===== src/verilog/jds_pkg.sv =====
/*
 * Package for the test-port data registers and configuration source select.
 * Assumes one 200 MHz system clock; all outside pins except config_status
 * are synchronised before use.
 */
// Notes on behaviour
// - Boundary register drives/observes pins in EXTEST/SAMPLE
// - Fixed 32-bit identification register
// - IDCODE puts identification register between data pins
// - Id layout: version, family, size, maker, one
// - Bypass routes data through one flip-flop
// - Bypass flop cleared in Update-DR
// - Data out changes on test clock falling edge
// - Chosen source drives serial target-chain traffic
// - Control bits reset zero, mode pin defaults one
// - Address override uses register image address
// - Mode override uses register mode bit
// - Port reset is a partial reset only
// - Mode 0: flash card configures immediately
// - Mode 1, select 0: flash after start
// - Mode 1, select 1: host port source
// - Mode 1, start 0: test port drives chain
// - Flash path runs alongside other interfaces
// - Test port reaches chain only when free
// - Decode 11111111 bypass, 00001001 identification
package jds_pkg;

  // ***************************************************************
  // Sizes and instruction codes
  // ***************************************************************
  localparam int JDS_BSR_LEN = 109;
  localparam int JDS_IR_W = 8;
  localparam logic [7:0] JDS_OP_BYPASS = 8'hFF;
  localparam logic [7:0] JDS_OP_IDCODE = 8'h09;
  localparam logic [7:0] JDS_OP_SAMPLE = 8'h01;
  localparam logic [7:0] JDS_OP_EXTEST = 8'h00;
  localparam logic [1:0] JDS_IR_CAPTURE_LOW = 2'h1;

  // Identification fields, values arbitrary
  localparam logic [3:0] JDS_ID_VERSION = 4'h2;
  localparam logic [7:0] JDS_ID_FAMILY = 8'h3C;
  localparam logic [7:0] JDS_ID_ARRAY = 8'h15;
  localparam logic [10:0] JDS_ID_MAKER = 11'h2A5;
  localparam logic [31:0] JDS_IDCODE = {JDS_ID_VERSION, JDS_ID_FAMILY, JDS_ID_ARRAY,
                                        JDS_ID_MAKER, 1'b1};

  // ***************************************************************
  // Register map and control fields
  // ***************************************************************
  localparam logic [7:0] JDS_ADDR_CTRL = 8'h00;
  localparam logic [7:0] JDS_ADDR_STATUS = 8'h04;
  localparam int JDS_CTL_MODE = 0;
  localparam int JDS_CTL_SEL = 1;
  localparam int JDS_CTL_START = 2;
  localparam int JDS_CTL_ADDR_OVR = 3;
  localparam int JDS_CTL_MODE_OVR = 4;
  localparam int JDS_CTL_PORT_RST = 7;
  localparam int JDS_CTL_ADDR_LSB = 8;
  localparam logic [31:0] JDS_CTRL_MASK = 32'h0000079F;
  localparam logic [31:0] JDS_CTRL_RESET = 32'h00000000;
  localparam logic JDS_MODE_PIN_RESET = 1'b1;

  // ***************************************************************
  // Types
  // ***************************************************************
  typedef enum logic [1:0] {
    JDS_SRC_NONE = 2'h0,
    JDS_SRC_FLASH = 2'h1,
    JDS_SRC_TEST = 2'h2,
    JDS_SRC_HOST = 2'h3
  } jds_src_t;

  typedef enum logic [3:0] {
    JDS_TLR = 4'h0, JDS_RTI = 4'h1, JDS_SELDR = 4'h3, JDS_CAPDR = 4'h2,
    JDS_SHDR = 4'h6, JDS_EX1DR = 4'h7, JDS_PAUSEDR = 4'h5, JDS_EX2DR = 4'h4,
    JDS_UPDDR = 4'hC, JDS_SELIR = 4'hD, JDS_CAPIR = 4'hF, JDS_SHIR = 4'hE,
    JDS_EX1IR = 4'hA, JDS_PAUSEIR = 4'hB, JDS_EX2IR = 4'h9, JDS_UPDIR = 4'h8
  } jds_tap_t;

  typedef struct packed {
    logic [JDS_BSR_LEN-1:0] bsr_pins;
    logic chain_ret;
    logic [2:0] addr_pin;
    logic mode_pin;
    logic tdi;
    logic tms;
    logic tck;
  } jds_pins_t;

  typedef struct packed {
    jds_pins_t s2;
    jds_pins_t s1;
  } jds_sync_t;

  localparam jds_pins_t JDS_PINS_RESET = '{mode_pin: JDS_MODE_PIN_RESET, default: '0};
  localparam jds_sync_t JDS_SYNC_RESET = '{s2: JDS_PINS_RESET, s1: JDS_PINS_RESET};

  typedef struct packed {
    logic tck;
    logic tms;
    logic tdi;
  } jds_chain_t;

  localparam jds_chain_t JDS_CHAIN_IDLE = '{tck: 1'b0, tms: 1'b1, tdi: 1'b0};

  typedef struct packed {
    jds_tap_t tap;
    logic [JDS_IR_W-1:0] ir;
    logic [JDS_IR_W-1:0] ir_sh;
    logic [31:0] dr_sh;
    logic [JDS_BSR_LEN-1:0] bsr_sh;
    logic [JDS_BSR_LEN-1:0] bsr_upd;
    logic bsr_oe;
    logic tck_d;
    logic own_out;
    logic tdo;
    logic tdo_en_n;
    logic [31:0] ctrl;
    jds_src_t src;
    logic [2:0] image_addr;
    jds_chain_t chain;
    logic chain_ret;
    logic wb_ack;
    logic [31:0] wb_dat;
  } jds_state_t;

endpackage


===== src/verilog/jds_top.sv =====
/*
 * Test-port data registers (boundary, identification, bypass) with the
 * instruction register, plus configuration source select and the target
 * chain port mux, reached from software over classic Wishbone.
 * Assumes the test clock is far slower than clock (edges found by sampling)
 * and that flash and host engines supply their own serial streams.
 */
`timescale 1ns/1ps
module jds_top
  import jds_pkg::*;
(
  // System
  input wire logic clock,
  input wire logic reset,
  // Wishbone slave
  input wire logic wb_cyc_i,
  input wire logic wb_stb_i,
  input wire logic wb_we_i,
  input wire logic [7:0] wb_adr_i,
  input wire logic [3:0] wb_sel_i,
  input wire logic [31:0] wb_dat_i,
  output logic [31:0] wb_dat_o,
  output logic wb_ack_o,
  // Test scan port pins
  input wire logic test_port_clock,
  input wire logic test_port_mode_select,
  input wire logic test_port_data_in,
  output logic test_port_data_out,
  output logic test_port_data_out_en_n,
  // Configuration pins and status
  input wire logic mode_select_pin,
  input wire logic [2:0] image_address_pin,
  input wire logic [5:0] config_status,
  // Boundary-scanned device pins
  input wire logic [JDS_BSR_LEN-1:0] bscan_pin_in,
  output logic [JDS_BSR_LEN-1:0] bscan_pin_drive,
  output logic bscan_pin_drive_en,
  // Serial streams from the flash and host engines
  input wire jds_chain_t flash_chain,
  input wire jds_chain_t host_chain,
  // Target chain scan port
  output jds_chain_t target_chain_scan_port,
  input wire logic target_chain_return,
  output logic chain_return,
  // Source select results
  output jds_src_t config_source,
  output logic [2:0] image_address_select,
  output logic config_mode_select
);

  jds_state_t r;
  jds_state_t next_r;
  jds_pins_t pins;
  jds_pins_t p;
  logic tck_rise;
  logic tck_fall;
  logic eff_mode;
  logic [2:0] eff_addr;
  logic wb_req;
  logic bsr_sel;
  logic serial_out;
  jds_src_t src_pick;

  // ***************************************************************
  // Helpers
  // ***************************************************************
  function automatic jds_tap_t tap_step(input jds_tap_t s, input logic tms);
    case (s)
      JDS_TLR: tap_step = tms ? JDS_TLR : JDS_RTI;
      JDS_RTI: tap_step = tms ? JDS_SELDR : JDS_RTI;
      JDS_SELDR: tap_step = tms ? JDS_SELIR : JDS_CAPDR;
      JDS_CAPDR: tap_step = tms ? JDS_EX1DR : JDS_SHDR;
      JDS_SHDR: tap_step = tms ? JDS_EX1DR : JDS_SHDR;
      JDS_EX1DR: tap_step = tms ? JDS_UPDDR : JDS_PAUSEDR;
      JDS_PAUSEDR: tap_step = tms ? JDS_EX2DR : JDS_PAUSEDR;
      JDS_EX2DR: tap_step = tms ? JDS_UPDDR : JDS_SHDR;
      JDS_UPDDR: tap_step = tms ? JDS_SELDR : JDS_RTI;
      JDS_SELIR: tap_step = tms ? JDS_TLR : JDS_CAPIR;
      JDS_CAPIR: tap_step = tms ? JDS_EX1IR : JDS_SHIR;
      JDS_SHIR: tap_step = tms ? JDS_EX1IR : JDS_SHIR;
      JDS_EX1IR: tap_step = tms ? JDS_UPDIR : JDS_PAUSEIR;
      JDS_PAUSEIR: tap_step = tms ? JDS_EX2IR : JDS_PAUSEIR;
      JDS_EX2IR: tap_step = tms ? JDS_UPDIR : JDS_SHIR;
      JDS_UPDIR: tap_step = tms ? JDS_SELDR : JDS_RTI;
      default: tap_step = JDS_TLR;
    endcase
  endfunction

  // Boundary register is the data path for EXTEST and SAMPLE/PRELOAD
  function automatic logic is_bsr_op(input logic [JDS_IR_W-1:0] ir);
    is_bsr_op = (ir == JDS_OP_EXTEST) || (ir == JDS_OP_SAMPLE);
  endfunction

  function automatic logic [31:0] byte_merge(input logic [31:0] old_v,
                                             input logic [31:0] new_v,
                                             input logic [3:0] sel);
    byte_merge = old_v;
    for (int i = 0; i < 4; i++) begin
      if (sel[i]) begin
        byte_merge[8*i +: 8] = new_v[8*i +: 8];
      end
    end
  endfunction

  // ***************************************************************
  // Pin synchroniser
  // ***************************************************************
  always_comb begin
    pins.bsr_pins = bscan_pin_in;
    pins.chain_ret = target_chain_return;
    pins.addr_pin = image_address_pin;
    pins.mode_pin = mode_select_pin;
    pins.tdi = test_port_data_in;
    pins.tms = test_port_mode_select;
    pins.tck = test_port_clock;
  end

  jds_pin_sync u_sync (
    .clock(clock),
    .reset(reset),
    .pins(pins),
    .pins_sync(p)
  );

  // ***************************************************************
  // Source selection
  // ***************************************************************
  always_comb begin
    eff_mode = r.ctrl[JDS_CTL_MODE_OVR] ? r.ctrl[JDS_CTL_MODE] : p.mode_pin;
    eff_addr = r.ctrl[JDS_CTL_ADDR_OVR] ? r.ctrl[JDS_CTL_ADDR_LSB +: 3] : p.addr_pin;
    if (r.ctrl[JDS_CTL_PORT_RST]) begin
      src_pick = JDS_SRC_NONE;
    end else if (!eff_mode) begin
      src_pick = JDS_SRC_FLASH;
    end else if (!r.ctrl[JDS_CTL_START]) begin
      src_pick = JDS_SRC_TEST;
    end else if (r.ctrl[JDS_CTL_SEL]) begin
      src_pick = JDS_SRC_HOST;
    end else begin
      src_pick = JDS_SRC_FLASH;
    end
  end

  // ***************************************************************
  // Next state
  // ***************************************************************
  assign tck_rise = p.tck & ~r.tck_d;
  assign tck_fall = ~p.tck & r.tck_d;
  assign wb_req = wb_cyc_i & wb_stb_i & ~r.wb_ack;
  assign bsr_sel = is_bsr_op(r.ir);

  always_comb begin
    if (r.tap == JDS_SHIR) begin
      serial_out = r.ir_sh[0];
    end else if (bsr_sel) begin
      serial_out = r.bsr_sh[0];
    end else begin
      serial_out = r.dr_sh[0];
    end
  end

  always_comb begin
    next_r = r;
    next_r.tck_d = p.tck;
    if (tck_rise) begin
      next_r.tap = tap_step(r.tap, p.tms);
      case (r.tap)
        JDS_TLR: begin
          next_r.ir = JDS_OP_IDCODE;
        end
        JDS_CAPDR: begin
          if (bsr_sel) begin
            next_r.bsr_sh = p.bsr_pins;
          end else if (r.ir == JDS_OP_IDCODE) begin
            next_r.dr_sh = JDS_IDCODE;
          end else begin
            next_r.dr_sh = 32'h00000000;
          end
        end
        JDS_SHDR: begin
          if (bsr_sel) begin
            next_r.bsr_sh = {p.tdi, r.bsr_sh[JDS_BSR_LEN-1:1]};
          end else if (r.ir == JDS_OP_IDCODE) begin
            next_r.dr_sh = {p.tdi, r.dr_sh[31:1]};
          end else begin
            next_r.dr_sh[0] = p.tdi;
          end
        end
        JDS_UPDDR: begin
          if (bsr_sel) begin
            next_r.bsr_upd = r.bsr_sh;
          end
        end
        JDS_CAPIR: begin
          next_r.ir_sh = {config_status, JDS_IR_CAPTURE_LOW};
        end
        JDS_SHIR: begin
          next_r.ir_sh = {p.tdi, r.ir_sh[JDS_IR_W-1:1]};
        end
        JDS_UPDIR: begin
          next_r.ir = r.ir_sh;
        end
        default: begin
        end
      endcase
    end
    if (r.tap == JDS_UPDDR && !bsr_sel && r.ir != JDS_OP_IDCODE) begin
      next_r.dr_sh[0] = 1'b0;
    end
    next_r.bsr_oe = (r.ir == JDS_OP_EXTEST);
    if (tck_fall) begin
      next_r.own_out = serial_out;
      if (r.src == JDS_SRC_TEST) begin
        next_r.tdo = p.chain_ret;
      end else begin
        next_r.tdo = serial_out;
      end
      next_r.tdo_en_n = !(r.tap == JDS_SHDR || r.tap == JDS_SHIR);
    end
    next_r.src = src_pick;
    next_r.image_addr = eff_addr;
    next_r.chain_ret = p.chain_ret;
    case (r.src)
      JDS_SRC_FLASH: next_r.chain = flash_chain;
      JDS_SRC_HOST: next_r.chain = host_chain;
      JDS_SRC_TEST: next_r.chain = '{tck: p.tck, tms: p.tms, tdi: r.own_out};
      default: next_r.chain = JDS_CHAIN_IDLE;
    endcase
    next_r.wb_ack = wb_req;
    if (wb_req) begin
      next_r.wb_dat = 32'h00000000;
      if (wb_we_i && wb_adr_i == JDS_ADDR_CTRL) begin
        next_r.ctrl = byte_merge(r.ctrl, wb_dat_i, wb_sel_i) & JDS_CTRL_MASK;
      end else if (!wb_we_i && wb_adr_i == JDS_ADDR_CTRL) begin
        next_r.wb_dat = r.ctrl;
      end else if (!wb_we_i && wb_adr_i == JDS_ADDR_STATUS) begin
        next_r.wb_dat = {14'h0000, r.ir, r.tap, r.src, r.image_addr, eff_mode};
      end
    end
  end

  // ***************************************************************
  // State register
  // ***************************************************************
  always_ff @(posedge clock) begin
    if (reset) begin
      r <= '0;
      r.tap <= JDS_TLR;
      r.ir <= JDS_OP_IDCODE;
      r.tdo_en_n <= 1'b1;
      r.ctrl <= JDS_CTRL_RESET;
      r.src <= JDS_SRC_NONE;
      r.chain <= JDS_CHAIN_IDLE;
    end else begin
      r <= next_r;
    end
  end

  // ***************************************************************
  // Outputs
  // ***************************************************************
  assign wb_dat_o = r.wb_dat;
  assign wb_ack_o = r.wb_ack;
  assign test_port_data_out = r.tdo;
  assign test_port_data_out_en_n = r.tdo_en_n;
  assign bscan_pin_drive = r.bsr_upd;
  assign bscan_pin_drive_en = r.bsr_oe;
  assign target_chain_scan_port = r.chain;
  assign chain_return = r.chain_ret;
  assign config_source = r.src;
  assign image_address_select = r.image_addr;
  assign config_mode_select = eff_mode;

  // ***************************************************************
  // Checks
  // ***************************************************************
  bypass_clear_a: assert property (
    @(posedge clock) disable iff (reset)
    (r.tap == JDS_UPDDR && r.ir == JDS_OP_BYPASS) |=> (r.dr_sh[0] == 1'b0))
    else $error("bypass bit not cleared in update state");

  idcode_load_a: assert property (
    @(posedge clock) disable iff (reset)
    (tck_rise && r.tap == JDS_CAPDR && r.ir == JDS_OP_IDCODE)
      |=> (r.dr_sh == JDS_IDCODE && r.dr_sh[0] == 1'b1))
    else $error("identification value not captured");

  bypass_path_a: assert property (
    @(posedge clock) disable iff (reset)
    (tck_rise && r.tap == JDS_SHDR && r.ir == JDS_OP_BYPASS)
      |=> (r.dr_sh[0] == $past(p.tdi)))
    else $error("bypass flop did not take data in");

  tdo_fall_a: assert property (
    @(posedge clock) disable iff (reset)
    $changed(r.tdo) |-> $past(tck_fall))
    else $error("data out changed off a falling edge");

  port_reset_a: assert property (
    @(posedge clock) disable iff (reset)
    r.ctrl[JDS_CTL_PORT_RST] |=> (r.src == JDS_SRC_NONE) ##1 (r.chain == JDS_CHAIN_IDLE))
    else $error("source active during port reset");

  mode_zero_a: assert property (
    @(posedge clock) disable iff (reset)
    (!r.ctrl[JDS_CTL_PORT_RST] && !eff_mode) |=> (r.src == JDS_SRC_FLASH))
    else $error("mode zero did not pick flash");

  start_flash_a: assert property (
    @(posedge clock) disable iff (reset)
    (!r.ctrl[JDS_CTL_PORT_RST] && eff_mode && r.ctrl[JDS_CTL_START] && !r.ctrl[JDS_CTL_SEL])
      |=> (r.src == JDS_SRC_FLASH))
    else $error("start did not pick flash");

  host_pick_a: assert property (
    @(posedge clock) disable iff (reset)
    (!r.ctrl[JDS_CTL_PORT_RST] && eff_mode && r.ctrl[JDS_CTL_START] && r.ctrl[JDS_CTL_SEL])
      |=> (r.src == JDS_SRC_HOST))
    else $error("host source not picked");

  test_pick_a: assert property (
    @(posedge clock) disable iff (reset)
    (!r.ctrl[JDS_CTL_PORT_RST] && eff_mode && !r.ctrl[JDS_CTL_START])
      |=> (r.src == JDS_SRC_TEST))
    else $error("test port not picked");

  addr_override_a: assert property (
    @(posedge clock) disable iff (reset)
    r.ctrl[JDS_CTL_ADDR_OVR] |=> (r.image_addr == $past(r.ctrl[JDS_CTL_ADDR_LSB +: 3])))
    else $error("image address override ignored");

  ir_update_a: assert property (
    @(posedge clock) disable iff (reset)
    (tck_rise && r.tap == JDS_UPDIR) |=> (r.ir == $past(r.ir_sh)))
    else $error("instruction not updated");

  extest_drive_a: assert property (
    @(posedge clock) disable iff (reset)
    (r.ir == JDS_OP_EXTEST) |=> bscan_pin_drive_en)
    else $error("pins not driven under EXTEST");

endmodule


===== src/verilog/jds_pin_sync.sv =====
/*
 * Two-flop synchroniser for every pin that enters from outside, except config_status.
 * Assumes the pins are asynchronous to clock; reset is synchronous.
 */
`timescale 1ns/1ps
module jds_pin_sync
  import jds_pkg::*;
(
  // Clock and reset
  input wire logic clock,
  input wire logic reset,
  // Pins in and synchronised copy out
  input wire jds_pins_t pins,
  output jds_pins_t pins_sync
);

  jds_sync_t r;
  jds_sync_t next_r;

  // ***************************************************************
  // Two stages; the first is read only by the second
  // ***************************************************************
  always_comb begin
    next_r = r;
    next_r.s1 = pins;
    next_r.s2 = r.s1;
  end

  always_ff @(posedge clock) begin
    if (reset) begin
      r <= JDS_SYNC_RESET;
    end else begin
      r <= next_r;
    end
  end

  assign pins_sync = r.s2;

endmodule


===== config.mk =====
export PLATFORM = sky130hd
export DESIGN_NAME = jds_top
export DESIGN_NICKNAME = d
export VERILOG_FILES = /design/src/verilog/jds_pkg.sv /design/src/verilog/jds_top.sv /design/src/verilog/jds_pin_sync.sv
export SDC_FILE = /design/constraint.sdc
export NUM_CORES = 1
export LEC_CHECK = 0
export ABC_AREA = 1
export BUFFER_PORTS_ARGS = -buffer_cell sky130_fd_sc_hd__buf_2
export CORE_ASPECT_RATIO = 0.6
export CORE_MARGIN = 4
export CORE_UTILIZATION = 50
export CTS_CLUSTER_DIAMETER = 100
export DETAILED_ROUTE_END_ITERATION = 6
export PLACE_DENSITY = 0.72
export SLEW_MARGIN = 10
export SYNTH_ARGS = -nofsm -noshare
export SYNTH_HDL_FRONTEND = slang
export SYNTH_SLANG_ARGS = --single-unit
export TNS_END_PERCENT = 10

===== constraint.sdc =====
create_clock -name clock -period 4.15 [get_ports clock]
set_clock_uncertainty 0.05 [all_clocks]
set_input_delay 0.415 -clock clock [delete_from_list [all_inputs] [get_ports clock]]
set_output_delay 0.415 -clock clock [all_outputs]
set_load 0.03 [all_outputs]

# After elaboration in Yosys (flattened, before gate mapping)
# Cells that the tools add are included.
dict set report word_totals {
  in_bits 178
  ff_bits 560
  out_inout_bits 155
  elab_cells 137
}
dict set report classes {
  bitwise 8
  reduce_logical 30
  n_eq_ne 27
  muxes 35
}
# cell n
set op_table {}
lappend op_table {{one-hot mux 141 bit (2 select lines)} 1}
lappend op_table {{two-way mux 109 bit} 2}
lappend op_table {{two-way mux 32 bit} 2}
lappend op_table {{two-way mux 18 bit} 3}
lappend op_table {{one-hot mux 4 bit (12 select lines)} 1}
lappend op_table {{== test 4 bit, second input constant} 8}
lappend op_table {{one-hot mux 8 bit (2 select lines)} 2}
lappend op_table {{two-way mux 31 bit} 1}
lappend op_table {{two-way mux 30 bit} 1}
lappend op_table {{== test 4 x 3 -> 1 bit, second input constant} 4}
lappend op_table {{zero test 8 bit} 2}
lappend op_table {{two-way mux 4 bit} 4}
lappend op_table {{two-way mux 2 bit} 5}
lappend op_table {{inequality test 2 bit, second input constant} 5}
lappend op_table {{two-way mux 1 bit} 9}
lappend op_table {{two-way mux 3 bit} 3}
lappend op_table {{one-hot mux 3 bit (3 select lines)} 1}
lappend op_table {{AND reduction 3 bit} 3}
lappend op_table {{== test 4 x 2 -> 1 bit, second input constant} 2}
lappend op_table {{== test 8 x 1 -> 1 bit, second input constant} 1}
lappend op_table {{== test 8 x 3 -> 1 bit, second input constant} 1}
lappend op_table {{== test 8 x 4 -> 1 bit, second input constant} 1}
lappend op_table {{inequality test 8 x 4 -> 1 bit, second input constant} 1}
lappend op_table {{AND reduction 4 bit} 2}
lappend op_table {{14 further kinds} 35}

# Depth between registers and ports, before layout
dict set report depth {
  ltp_word 6
  mapped_depth 11
  ltp_nobuf 9
}

# By module
# Synthesis repeated with hierarchy kept, for this count alone.
dict set report unflattened {
  hier_cells 2657
  area_unflattened_um2 20822.5
}
# mod area_each_um2 seq_area_each_um2 instances cells_each
set modules_own_cells {}
lappend modules_own_cells {jds_top 14126.0 6246.0 1 1928}
lappend modules_own_cells {jds_pin_sync 6696.4 4684.5 1 729}

# Worst setup path before layout
# Ideal clock, no wire load.
dict set report synth_path {
  kind {flip-flop to flip-flop}
  start {reg r[346] in the netlist's numbering}
  end {reg r[305] in the netlist's numbering}
  setup_slack_ns 2.532
  setup_time_ns 0.115
  path_stages_with_launch 10
  required_time_ns 3.985
  synth_period_minus_slack_ns 1.618
  arrival_ns 1.454
  n_path_buf 2
  path_cell_list {dfxtp_1 nand2_2 nor2_4 inv_2 buf_6 nand2_1 clkbuf_1 o21ai_0 o21ai_1 nor2_1}
}
dict set report synth_between {
  elab_chain_len 3
  word_cells_on_any_way 8
  cone_classes {eq/ne (5); mux (1); reduce/logical (2)}
}
# element line_no
set synth_rtl {}
lappend synth_rtl {{start, declared} jds_top.sv:51} ;# jds_state_t r;
lappend synth_rtl {{start signal, assigned} jds_top.sv:255} ;# r <= next_r;
lappend synth_rtl {{== test 4 x 3 -> 1 bit / == test 4 x 2 -> 1 bit (equally long branches)} jds_top.sv:167} ;# case (r.tap)
lappend synth_rtl {{inequality test 2 bit (no line) / nonzero test 2 bit (equally long branches)} n/a}
lappend synth_rtl {{AND reduction 5 bit (no line)} n/a}
# Parallel ways exist; a longest one is shown, timed or not.
# A chain may end at the register's enable or synchronous reset.

# Worst setup path after layout
dict set report layout_path {
  start {reg r[348] in the netlist's numbering}
  end {reg r[243] in the netlist's numbering}
}
dict set report layout_between {
  elab_chain_len 3
  word_cells_on_any_way 7
  cone_classes {eq/ne (4); mux (1); reduce/logical (2)}
}
# element line_no
set layout_rtl {}
lappend layout_rtl {{== test 4 x 2 -> 1 bit / == test 4 x 3 -> 1 bit (equally long branches)} jds_top.sv:167}
lappend layout_rtl {{inequality test 2 bit (no line) / nonzero test 2 bit (equally long branches)} n/a}
lappend layout_rtl {{AND reduction 4 bit (no line)} n/a}
# Parallel ways exist; a longest one is shown, timed or not.

==> metrics.txt <==
# TYPE chip_impl_metric gauge
chip_impl_metric{name="drtPass1Iterations",unit=""} 6
chip_impl_info{name="synth_common_cells",value="546 x dfxtp_1, 520 x nor2_1, 386 x inv_1, 246 x nand2_1, 228 x o21ai_0"} 1
chip_impl_metric{name="grt_overflow_total",unit=""} 0
chip_impl_metric{name="antenna_cells",unit=""} 0
chip_impl_metric{name="reported_max_cap_violation_count",unit=""} 0
chip_impl_metric{name="cts.reportedPaths.clkPinSlew",unit="ns"} 0.07
chip_impl_metric{name="vdd_ir_drop_max",unit="mV"} 0.326
chip_impl_metric{name="worstPathBufferInverterCount",unit=""} 3
chip_impl_metric{name="layout.nets",unit=""} 2977
chip_impl_metric{name="async_reset_ff_share",unit="%"} 0
chip_impl_info{name="family_with_the_most_delay_on_the_worst_path",value="buffers and inverters"} 1
chip_impl_metric{name="timing.max_slew.rel_slack",unit="%"} 23.8
chip_impl_metric{name="max_stage_delay",unit="ns"} 0.76
chip_impl_metric{name="clock_sink_count",unit=""} 546
chip_impl_metric{name="routed-via-count",unit=""} 16421
chip_impl_metric{name="post-route-drc-count",unit=""} 0
chip_impl_metric{name="fin_ws",unit="ns"} 1.17
chip_impl_metric{name="io-pin-count",unit=""} 333
chip_impl_metric{name="synth_edf_count",unit=""} 0
chip_impl_metric{name="core",unit="sq um"} 40400
chip_impl_info{name="clock-root-buffer",value="clkbuf_16"} 1
chip_impl_info{name="crit_path_cell_trace",value="inv_2, nand2_1, nor2_4, inv_6, buf_4, nand2_1, o21ai_0, o21ai_1, a21oi_1"} 1
chip_impl_info{name="hp-start",value="bscan_pin_in[54]"} 1
chip_impl_metric{name="layout.filler_cells",unit=""} 3642
chip_impl_metric{name="area.growth.synth_to_final",unit="%"} 13.4
chip_impl_metric{name="first_pass_grt_wire_length",unit="um"} 75800
chip_impl_metric{name="worst_skew_pair.late_latency",unit="ns"} 0.56
chip_impl_info{name="run_status",value="complete, no violations"} 1
chip_impl_metric{name="routability_cong",unit=""} 0.921
chip_impl_info{name="hold_path_end",value="u_sync.next_r[179]"} 1
chip_impl_metric{name="drt_iter0_drc",unit=""} 1279
chip_impl_info{name="holdCritPathClass",value="input port to flip-flop"} 1
chip_impl_metric{name="max_freq",unit="MHz"} 336
chip_impl_metric{name="critical_path_peak_fanout",unit=""} 168
chip_impl_metric{name="synth_top_cell_area_share",unit="%"} 53.4
chip_impl_metric{name="globalRouteTotalUtil",unit="%"} 20.2
chip_impl_metric{name="io_buffers",unit=""} 293
chip_impl_metric{name="worst-endpoint-required",unit="ns"} 4.58
chip_impl_info{name="synthMostInstantiatedCell",value="dfxtp_1"} 1
chip_impl_metric{name="antenna_found_initial",unit=""} 1
chip_impl_info{name="rsz0062_at_grt",value="no"} 1
chip_impl_metric{name="count_of_h_tree_levels_built_during_cts",unit=""} 2
chip_impl_metric{name="dieHeight",unit="um"} 165
chip_impl_info{name="path_common_cell",value="nand2_1"} 1
chip_impl_metric{name="cts_buffers",unit=""} 49
chip_impl_metric{name="seq_area_frac_synth",unit="%"} 53.4
chip_impl_metric{name="tns",unit="ns"} 0
chip_impl_info{name="synth_top_flop_cell",value="dfxtp_1"} 1
chip_impl_metric{name="finalWirelength",unit="um"} 46600
chip_impl_info{name="timing.rr.start",value="r[348]"} 1
chip_impl_metric{name="die_area",unit="sq um"} 44300
chip_impl_metric{name="routed_wire_length_per_instance",unit="um"} 13.8
chip_impl_metric{name="synthDistinctLibCells",unit=""} 30
chip_impl_metric{name="drive_gt1_share",unit="%"} 14.5
chip_impl_metric{name="syn-mean-instance-area",unit="sq um"} 7.64
chip_impl_metric{name="period_minus_slack",unit="ns"} 2.98
chip_impl_metric{name="power_leakage",unit="nW"} 10.3
chip_impl_metric{name="postSynthCellCount",unit=""} 2681
chip_impl_info{name="synth_area_leader_cell",value="dfxtp_1"} 1
chip_impl_info{name="critical-path-slowest-cell",value="inv_6"} 1
chip_impl_metric{name="synth.cell_area",unit="sq um"} 20500
chip_impl_metric{name="arrival",unit="ns"} 3.41
chip_impl_metric{name="worst-r2r-cell-count",unit=""} 9
chip_impl_info{name="worstSetupStartpointType",value="flip-flop"} 1
chip_impl_metric{name="synth.ff_latch_count",unit=""} 546
chip_impl_metric{name="initial_utilization",unit="%"} 50.6
chip_impl_metric{name="clockBufferDepth",unit=""} 3
chip_impl_metric{name="final_min_period_over_clock_period",unit="%"} 71.8
chip_impl_metric{name="drtAntennaViolNets",unit=""} 0
chip_impl_metric{name="setup_viol",unit=""} 0
chip_impl_metric{name="drv_slew",unit=""} 0
chip_impl_metric{name="die_w",unit="um"} 269
chip_impl_metric{name="synthesis.yosys.warnings",unit=""} 0
chip_impl_info{name="cts_tree",value="yes"} 1
chip_impl_metric{name="placedCellCount",unit=""} 3231
chip_impl_metric{name="post_cts.repair.setup_buffers",unit=""} 0
chip_impl_metric{name="detailed_place_hpwl",unit="um"} 31000
chip_impl_metric{name="reg2reg_slack",unit="ns"} 1.17
chip_impl_metric{name="maximum_number_of_pins_on_one_net_before_global_route_repair",unit=""} 169
chip_impl_info{name="worstSetupPathType",value="flip-flop to flip-flop"} 1
chip_impl_metric{name="finalHoldViolCount",unit=""} 0
chip_impl_info{name="worst_r2r_endpoint",value="r[243]"} 1
chip_impl_metric{name="min_delay_path_depth",unit=""} 3
chip_impl_metric{name="preCtsSetupSlack",unit="ns"} 1.25
chip_impl_metric{name="via_per_inst",unit=""} 4.88
chip_impl_metric{name="grt_pass1_vias",unit=""} 15123
chip_impl_metric{name="post_layout_cell_count",unit=""} 3366
chip_impl_metric{name="std_cell_rows",unit=""} 57
chip_impl_metric{name="transition_at_the_pin_with_the_smallest_max_transition_slack",unit="ns"} 1.14
chip_impl_info{name="endpoint_kind",value="flip-flop"} 1
chip_impl_info{name="synthTopCellsByArea",value="dfxtp_1 53%, nor2_1 9.5%, inv_1 7.1%"} 1
chip_impl_metric{name="power-per-cell-area",unit="nW/um^2"} 451
chip_impl_metric{name="p_total",unit="W"} 0.0105
## where the power goes
part / internal [W] / switching (W)
Combinational: 0.000192 / 0.000306
Sequential: 0.00536 / 0.0000395
Clock: 0.00265 / 0.00193
## routing by layer
metal | track usage [%] | routed length, um | part of all wire [%] | vias up
li1 | - | - | - | 8370
met1 | 29.1 | 22700 | 49 | 7534
met2 | 32.1 | 20500 | 44 | 437
met3 | 3.83 | 2620 | 5.6 | 78
met4 | 4.29 | 763 | 1.6 | 2
met5 | 0 | 13 | 0.028 | -
## metrics by stage
step                      cell area [sq um]  util [%]  hold WS [ns]
after floorplan                       20500         -         0.338
after global placement                21100      52.1         0.341
after detailed placement              21100      52.1         0.343
after CTS                             23200      57.4      0.000130
after global routing                  23200      57.4       0.00304
final                                 23200      57.4        0.0230
## what timing repair did
action,in CTS,in global routing
endpoints found under the hold margin,47,0
hold buffers,47,0
resized for setup,0,0
## final cells by class
class / instances / area [sq um] / share of cell area [%]
Inverter: 398 / 1500 / 6.48
Sequential cell: 546 / 10900 / 47.1
Multi-Input combinational cell: 1449 / 6370 / 27.4
Clock buffer: 67 / 1380 / 5.96
Timing Repair Buffer: 355 / 2120 / 9.11
Tap cell: 531 / 664 / 2.86
Clock inverter: 20 / 254 / 1.09
## layout by cell type (no fill, tap or decap), drive strengths merged
| cell type | count |
|---|---|
| a211oi | 1 |
| a21o | 1 |
| a21oi | 180 |
| a31oi | 6 |
| buf | 307 |
| bufinv | 5 |
| clkbuf | 68 |
| clkinv | 14 |
| clkinvlp | 1 |
| conb | 14 |
| dfxtp | 546 |
| dlygate4sd3 | 47 |
| inv | 398 |
| nand2 | 247 |
| nand3 | 67 |
| nand4 | 5 |
| nor2 | 526 |
| nor3 | 3 |
| nor4 | 1 |
| o2111ai | 1 |
| o211ai | 4 |
| o21ai | 389 |
| o31ai | 1 |
| or2 | 3 |
## tightest hold or removal path, stage by stage
cell	delay, ns
buf_2	0.09
inv_1	0.04
nor2_1	0.03
## logic make-up after synthesis
logic type,Yosys count,synth area share [%]
simple gates,852,16.3
compound gates,583,14.4
other cells,1,0.0183
flops,546,53.4
buf+inv,699,15.9
## worst max path at each step
stage | start | to | slack (ns) | cells past startpoint
floorplan | r[346] | r[305] | 2.53 | 9
global placement | r[348] | r[234] | 1.34 | 8
detailed placement | r[348] | r[243] | 1.25 | 8
CTS | r[348] | r[243] | 1.21 | 9
global route | r[348] | r[244] | 0.89 | 9
finish | r[348] | r[243] | 1.17 | 9
## flip-flops by register name, indices dropped and copies added (netlist names)
register,cells
config_source,2
test_port_data_out_en_n,1
wb_ack_o,1
image_address_select,3
wb_dat_o,18
bscan_pin_drive_en,1
u_sync.pins_sync,117
bscan_pin_drive,109
r,172
u_sync.next_r,117
target_chain_scan_port,3
test_port_data_out,1
chain_return,1
(Power assumes the default switching activity.)
